File: src/hdl/tcdl_pkg.sv
// Package of shared constants and types for the twelve-channel converter loader
package tcdl_pkg;

    localparam int NUM_CHAN      = 12;
    localparam int ADDR_W        = 4;
    localparam int CODE_W        = 8;
    localparam int WORD_W        = ADDR_W + CODE_W;
    localparam int ADDR_MSB      = WORD_W - 1;
    localparam int CODE_MSB      = CODE_W - 1;
    localparam logic [7:0] MIDSCALE_CODE = 8'h80;
    localparam logic [7:0] CODE_RESET    = MIDSCALE_CODE;
    localparam logic [11:0] SHIFT_RESET  = 12'h000;
    localparam int SYNC_STAGES   = 2;
    // Highest documented link rate; the sampled link keeps up to about clk_sys/4
    localparam int LINK_MAX_MHZ  = 33;
    localparam int SYS_CLK_MHZ   = 50;

    typedef logic [CODE_W-1:0] tcdl_code_t;

    typedef struct packed {
        logic chip_select_n;
        logic serial_clk;
        logic serial_data_in;
    } tcdl_link_t;

    typedef struct packed {
        logic [ADDR_W-1:0] channel_addr_field;
        logic [CODE_W-1:0] channel_code_field;
    } tcdl_word_t;

    typedef enum logic [1:0] {
        TCDL_IDLE  = 2'b00,
        TCDL_SHIFT = 2'b01,
        TCDL_LOAD  = 2'b11
    } tcdl_state_t;

endpackage

File: src/hdl/tcdl_loader.sv
// Serial load logic of a twelve-channel eight-bit converter
`timescale 1ns/1ps
`default_nettype none
module tcdl_loader
    import tcdl_pkg::*;
#(
    parameter int NCH = NUM_CHAN
) (
    input  wire logic                  clk_sys,
    input  wire logic                  rstn,
    input  wire tcdl_pkg::tcdl_link_t  link,
    input  wire logic                  midscale_preset_n,
    input  wire logic                  power_down_n,
    output logic [NCH-1:0][CODE_W-1:0] channel_code_reg,
    output logic [NCH-1:0]             output_float,
    output logic                       converter_enable,
    output logic                       load_done
);
    import tcdl_pkg::*;

    // ------------------------------------------------------------
    // Pin synchronisers
    // ------------------------------------------------------------
    logic [3:0] pins_raw;
    logic [3:0] pins_sync;
    logic       cs_n_s;
    logic       sclk_s;
    logic       sdi_s;
    logic       pdn_s;

    assign pins_raw = {link.chip_select_n, link.serial_clk, link.serial_data_in,
                       power_down_n};

    tcdl_sync #(.WIDTH(4)) u_sync (
        .clk_sys   (clk_sys),
        .rstn      (rstn),
        .async_in  (pins_raw),
        .sync_out  (pins_sync)
    );

    assign {cs_n_s, sclk_s, sdi_s, pdn_s} = pins_sync;

    // ------------------------------------------------------------
    // Edge detection and frame control
    // ------------------------------------------------------------
    logic        sclk_d;
    logic        cs_n_d;
    logic        sclk_rise;
    logic        cs_rise;
    tcdl_state_t state;
    tcdl_state_t next_state;
    logic [WORD_W-1:0] shift_reg;
    logic [WORD_W-1:0] next_shift_reg;
    tcdl_word_t  word;

    // Sampling follows a serial clock up to about a quarter of clk_sys
    assign sclk_rise = sclk_s & ~sclk_d;
    assign cs_rise   = cs_n_s & ~cs_n_d;

    always_comb begin
        next_state     = state;
        next_shift_reg = shift_reg;
        unique case (state)
            TCDL_IDLE: begin
                if (!cs_n_s) begin
                    next_state = TCDL_SHIFT;
                end
            end
            TCDL_SHIFT: begin
                // Select rise wins over a clock rise; the host holds the clock high then
                if (cs_rise) begin
                    next_state = TCDL_LOAD;
                end else if (sclk_rise) begin
                    // Older bits fall off the top, keeping the last twelve
                    next_shift_reg = {shift_reg[WORD_W-2:0], sdi_s};
                end
            end
            TCDL_LOAD: begin
                next_state = cs_n_s ? TCDL_IDLE : TCDL_SHIFT;
            end
            default: begin
                next_state = TCDL_IDLE;
            end
        endcase
    end

    always_ff @(posedge clk_sys or negedge rstn) begin
        if (!rstn) begin
            state     <= TCDL_IDLE;
            shift_reg <= SHIFT_RESET;
            sclk_d    <= 1'b1;
            cs_n_d    <= 1'b1;
        end else begin
            state     <= next_state;
            shift_reg <= next_shift_reg;
            sclk_d    <= sclk_s;
            cs_n_d    <= cs_n_s;
        end
    end

    // ------------------------------------------------------------
    // Midscale preset
    // ------------------------------------------------------------
    // The preset pin sets the channel registers to midscale at once; its release
    // passes two flip-flops so no register leaves preset near a clock edge
    logic preset_arst_n;
    logic preset_hold;
    logic preset_rstn;
    logic next_preset_hold;
    logic next_preset_rstn;

    assign preset_arst_n = rstn & midscale_preset_n;

    always_comb begin
        next_preset_hold = 1'b1;
        next_preset_rstn = preset_hold;
    end

    always_ff @(posedge clk_sys or negedge preset_arst_n) begin
        if (!preset_arst_n) begin
            preset_hold <= 1'b0;
            preset_rstn <= 1'b0;
        end else begin
            preset_hold <= next_preset_hold;
            preset_rstn <= next_preset_rstn;
        end
    end

    // ------------------------------------------------------------
    // Address decode and channel registers
    // ------------------------------------------------------------
    assign word = tcdl_word_t'(shift_reg);

    logic [NCH-1:0] chan_hit;
    logic           next_load_done;

    // One strobe per channel in the load cycle; high addresses strobe none
    always_comb begin
        chan_hit       = '0;
        next_load_done = 1'b0;
        // Short frames load from whatever the register holds
        if (state == TCDL_LOAD) begin
            next_load_done = 1'b1;
            for (int i = 0; i < NCH; i++) begin
                // Binary index, zero is the first channel
                chan_hit[i] = (word.channel_addr_field == ADDR_W'(i));
            end
        end
    end

    // Registers hold their codes through shutdown
    generate
        for (genvar ch = 0; ch < NCH; ch++) begin : g_chan
            logic [CODE_W-1:0] chan_code;
            logic [CODE_W-1:0] next_chan_code;

            always_comb begin
                next_chan_code = chan_code;
                if (chan_hit[ch]) begin
                    next_chan_code = word.channel_code_field;
                end
            end

            always_ff @(posedge clk_sys or negedge preset_rstn) begin
                if (!preset_rstn) begin
                    chan_code <= MIDSCALE_CODE;
                end else begin
                    chan_code <= next_chan_code;
                end
            end

            assign channel_code_reg[ch] = chan_code;
        end
    endgenerate

    // Load strobe rises together with the new code
    always_ff @(posedge clk_sys or negedge rstn) begin
        if (!rstn) begin
            load_done <= 1'b0;
        end else begin
            load_done <= next_load_done;
        end
    end

    // ------------------------------------------------------------
    // Shutdown control
    // ------------------------------------------------------------
    logic [NCH-1:0] next_float;
    logic           next_enable;

    // Shutdown floats the outputs and clears converter_enable; channel registers and loads carry on
    always_comb begin
        next_float  = {NCH{~pdn_s}};
        next_enable = pdn_s;
    end

    always_ff @(posedge clk_sys or negedge rstn) begin
        if (!rstn) begin
            output_float     <= '0;
            converter_enable <= 1'b1;
        end else begin
            output_float     <= next_float;
            converter_enable <= next_enable;
        end
    end
endmodule
`default_nettype wire

File: src/hdl/tcdl_sync.sv
// Two-stage synchroniser for the link pins and the power-down pin
`timescale 1ns/1ps
`default_nettype none
module tcdl_sync #(
    parameter int WIDTH = 5
) (
    input  wire logic             clk_sys,
    input  wire logic             rstn,
    input  wire logic [WIDTH-1:0] async_in,
    output logic      [WIDTH-1:0] sync_out
);
    logic [WIDTH-1:0] stage1;
    logic [WIDTH-1:0] next_stage1;
    logic [WIDTH-1:0] next_sync_out;

    always_comb begin
        next_stage1   = async_in;
        next_sync_out = stage1;
    end

    // Reset level is all ones: every pin here but serial data idles high
    always_ff @(posedge clk_sys or negedge rstn) begin
        if (!rstn) begin
            stage1   <= '1;
            sync_out <= '1;
        end else begin
            stage1   <= next_stage1;
            sync_out <= next_sync_out;
        end
    end
endmodule
`default_nettype wire

File: config.mk
export PLATFORM = sky130hd
export DESIGN_NAME = tcdl_loader
export DESIGN_NICKNAME = d
export VERILOG_FILES = /design/src/hdl/tcdl_pkg.sv /design/src/hdl/tcdl_loader.sv /design/src/hdl/tcdl_sync.sv
export SDC_FILE = /design/constraint.sdc
export NUM_CORES = 1
export LEC_CHECK = 0
export BUFFER_PORTS_ARGS = -buffer_cell sky130_fd_sc_hd__buf_2
export CORE_UTILIZATION = 45
export CTS_CLUSTER_DIAMETER = 200
export DETAILED_ROUTE_END_ITERATION = 6
export PLACE_DENSITY_LB_ADDON = 0.12
export SLEW_MARGIN = 20
export SYNTH_ARGS = -nofsm -noshare
export SYNTH_HDL_FRONTEND = slang
export SYNTH_SLANG_ARGS = --single-unit
File: constraint.sdc
create_clock -name clk_sys -period 3 [get_ports clk_sys]
set_input_delay 0.15 -clock clk_sys [delete_from_list [all_inputs] [get_ports clk_sys]]
set_output_delay 0.15 -clock clk_sys [all_outputs]
set_load 0.005 [all_outputs]
==> flow_metrics.env <==
export IMPL_die_h_um=105
export IMPL_arrival_ps=2350
export IMPL_tightest_slew_ps=772
export IMPL_first_iter_violations=71
export IMPL_ys_types=24
export IMPL_ff2ff_path_depth=4
export IMPL_drive_gt1_share_pct=69.0
export IMPL_via_count=2755
export IMPL_ant_nets=0
export IMPL_grt_pass1_wl_mm=15.8
export IMPL_r2r_end="shift_reg[10]"
export IMPL_die_x_um=105
export IMPL_io_buffers=116
export IMPL_vdd_drop_max_mv=0.472
export IMPL_powerDensity_nw_per_um2=739
export IMPL_min_path_type="in2async"
export IMPL_cp_start_kind="flop"
export IMPL_antenna_found_initial=0
export IMPL_muxShareOfSynthArea_pct=26.7
export IMPL_syn_area_sq_um=4780
export IMPL_clock_latency_ps=510
export IMPL_fin_setup_tns_ps=0
export IMPL_yosysWarnings=0
export IMPL_setup_viol=0
export IMPL_nets=413
export IMPL_dp_hpwl_mm=6.08
export IMPL_layout_setup_ws_ps=1040
export IMPL_placed_cells=516
export IMPL_drt_wl_total_mm=9.69
export IMPL_floorplan_io_pins=117
export IMPL_worstPathRequired_ps=3390
export IMPL_syn_avg_cell_area_sq_um=16.7
export IMPL_finalCriticalPeriod_ps=1960
export IMPL_cts_root_buffer="clkbuf_8"
export IMPL_finalHoldViolCount=0
export IMPL_max_freq_mhz=511
export IMPL_drc=0
export IMPL_instances_no_fill=555
export IMPL_yosysTopAreaCell="dfrtp_1"
export IMPL_cts_setup_buffers=0
export IMPL_syn_inst=286
export IMPL_setup_worst_path_start="u_sync.sync_out[3]"
export IMPL_path_class="reg2reg"
export IMPL_area_delta_synth_final_pct=26.3
export IMPL_start_util_pct=46.3
export IMPL_n_antenna_cell=0
export IMPL_ys_top_cells_by_area="dfrtp_1 (53%), mux2_2 (22%), dfstp_2 (13%)"
export IMPL_regToRegSetupSlack_ps=1040
export IMPL_outcome="finished, final reports clean"
export IMPL_die_area_sq_um=11000
export IMPL_rsz0062_at_grt="false"
export IMPL_synth_xor_area_share_pct=0
export IMPL_finalCritPeriodShare_pct=65.2
export IMPL_synth_compound_area_share_pct=0.105
export IMPL_crit_fanout=7
export IMPL_cap_violations=0
export IMPL_rows=37
export IMPL_pre_cts_slack_ps=1020
export IMPL_synthAdderAreaFrac_pct=0.209
export IMPL_p_leak_uw=0.00324
export IMPL_routedWlPerCell_um=17.5
export IMPL_synthSimpleGateAreaFrac_pct=3.58
export IMPL_slew_violations=0
export IMPL_largest_register_ffs=96
export IMPL_nFillCells=852
export IMPL_clkTransAtPathRegs_ps=60
export IMPL_clock_sinks=125
export IMPL_grt_ovfl_total=0
export IMPL_grt_pass1_vias=2859
export IMPL_vias_per_cell=4.96
export IMPL_slew_headroom_pct=48.0
export IMPL_end_kind="flop"
export IMPL_yosysSeqAreaShare_pct=66.0
export IMPL_synth_top_cell_area_share_pct=53.3
export IMPL_drt_first_pass_iters=4
export IMPL_whs_ps=57.3
export IMPL_cts_buffers=17
export IMPL_skew_ps=7.83
export IMPL_timing_rr_start="u_sync.sync_out[3]"
export IMPL_synth_top_family_by_area="multiplexers"
export IMPL_ys_ff_latch=125
export IMPL_tritoncts="done"
export IMPL_core_area_sq_um=10300
export IMPL_grt_max_degree=88
export IMPL_cts_max_path_buffers=2
export IMPL_htreeDepth=4
export IMPL_gp_congestion=0.683
export IMPL_syn_num_nets=293
export IMPL_track_usage_pct=19.3
export IMPL_cp_endpoint="shift_reg[10]"
## power by group
group          internal (uW)  total (uW)  switching [uW]
Sequential              1850        2190             334
Clock                   1200        1900             703
Combinational            243         378             135
## cell usage after synthesis, drive strengths merged
master and count:
mux2 108, dfrtp 102, dfstp 23, buf 16, clkbuf 8, nor2 7, inv 3, and2 2
and4bb 2, nand2b 2, nand3b 2, nand4b 2, or3 2, conb 1, maj3 1, nand2 1
nand4 1, nor3 1, nor4b 1, o21ai 1
## final cells by class
class	instances	area, sq um	share of cell area, %
clock buffers	21	439	7.27
multi-input cells	134	1470	24.3
repair buffers	125	676	11.2
inverters	3	11.3	0.186
flip-flops and latches	125	3160	52.3
well taps	136	170	2.82
clock inverters	11	120	1.99
## per-layer routing
layer / vias up / track usage (%) / wire length, um
li1: 1225 / - / -
met1: 1449 / 25.3 / 4380
met2: 73 / 29.7 / 4710
met3: 8 / 6.49 / 507
met4: 0 / 7.55 / 96
met5: - / 0 / 0
## how the worst min path moves through the flow
stage                             endpoint               from  cells past startpoint  slack, ps
after floorplan                  load_done               rstn                      0       -150
after global placement    next_preset_rstn  midscale_preset_n                      2         40
after detailed placement  next_preset_rstn  midscale_preset_n                      2         50
after CTS                      preset_rstn  midscale_preset_n                      3         40
after global routing           preset_rstn  midscale_preset_n                      3         40
final                          preset_rstn  midscale_preset_n                      3         60
## critical path: stages (launching register included)
cell and delay (ps):
dfstp_2 530, inv_1 60, o21ai_0 620, buf_4 290
mux2_2 340
## kinds of logic (layout without fill, tap and decap cells)
group	count (synthesis)	after routing
adder cells (fa/ha/maj)	1	1
buffers and inverters	27	160
flip-flops	125	125
other	1	1
AO/OA/AOI/OAI	1	1
multiplexers	108	108
AND/OR/NAND/NOR	23	23
## through the flow
step	power [uW]	utilization [%]	cell area, sq um
global placement	2590	52.3	5400
finish	4470	58.5	6040
floorplan	2330	-	4780
global route	4670	58.5	6040
CTS	4520	58.3	6020
detailed placement	2600	52.3	5400
## cell usage in the layout, fill, tap and decap left out
| cell type | n |
|---|---|
| buf_4 | 2 |
| and2_1 | 2 |
| and4bb_2 | 2 |
| buf_2 | 116 |
| or3_1 | 2 |
| nor3_4 | 1 |
| mux2_2 | 92 |
| buf_12 | 1 |
| nand4_1 | 1 |
| mux2_4 | 16 |
| clkinv_2 | 4 |
| o21ai_0 | 1 |
| inv_1 | 3 |
| nor2_1 | 1 |
| conb_1 | 1 |
| nand3b_1 | 2 |
| dfrtp_4 | 1 |
| dfrtp_1 | 101 |
| dfstp_2 | 23 |
| nand4b_1 | 2 |
| clkbuf_8 | 2 |
| clkbuf_16 | 16 |
| nor2_2 | 6 |
| dlygate4sd3_1 | 6 |
| clkbuf_1 | 3 |
| bufinv_16 | 2 |
| nand2_1 | 1 |
| maj3_1 | 1 |
| nand2b_1 | 2 |
| clkinv_4 | 2 |
| nor4b_1 | 1 |
| clkinvlp_4 | 3 |
## repair_timing
item / in CTS / in global routing
gates resized for setup: 0 / 0
hold buffers: 6 / 0
endpoints found under the hold margin: 22 / 0
No activity file was read; power rests on OpenSTA's default activity.
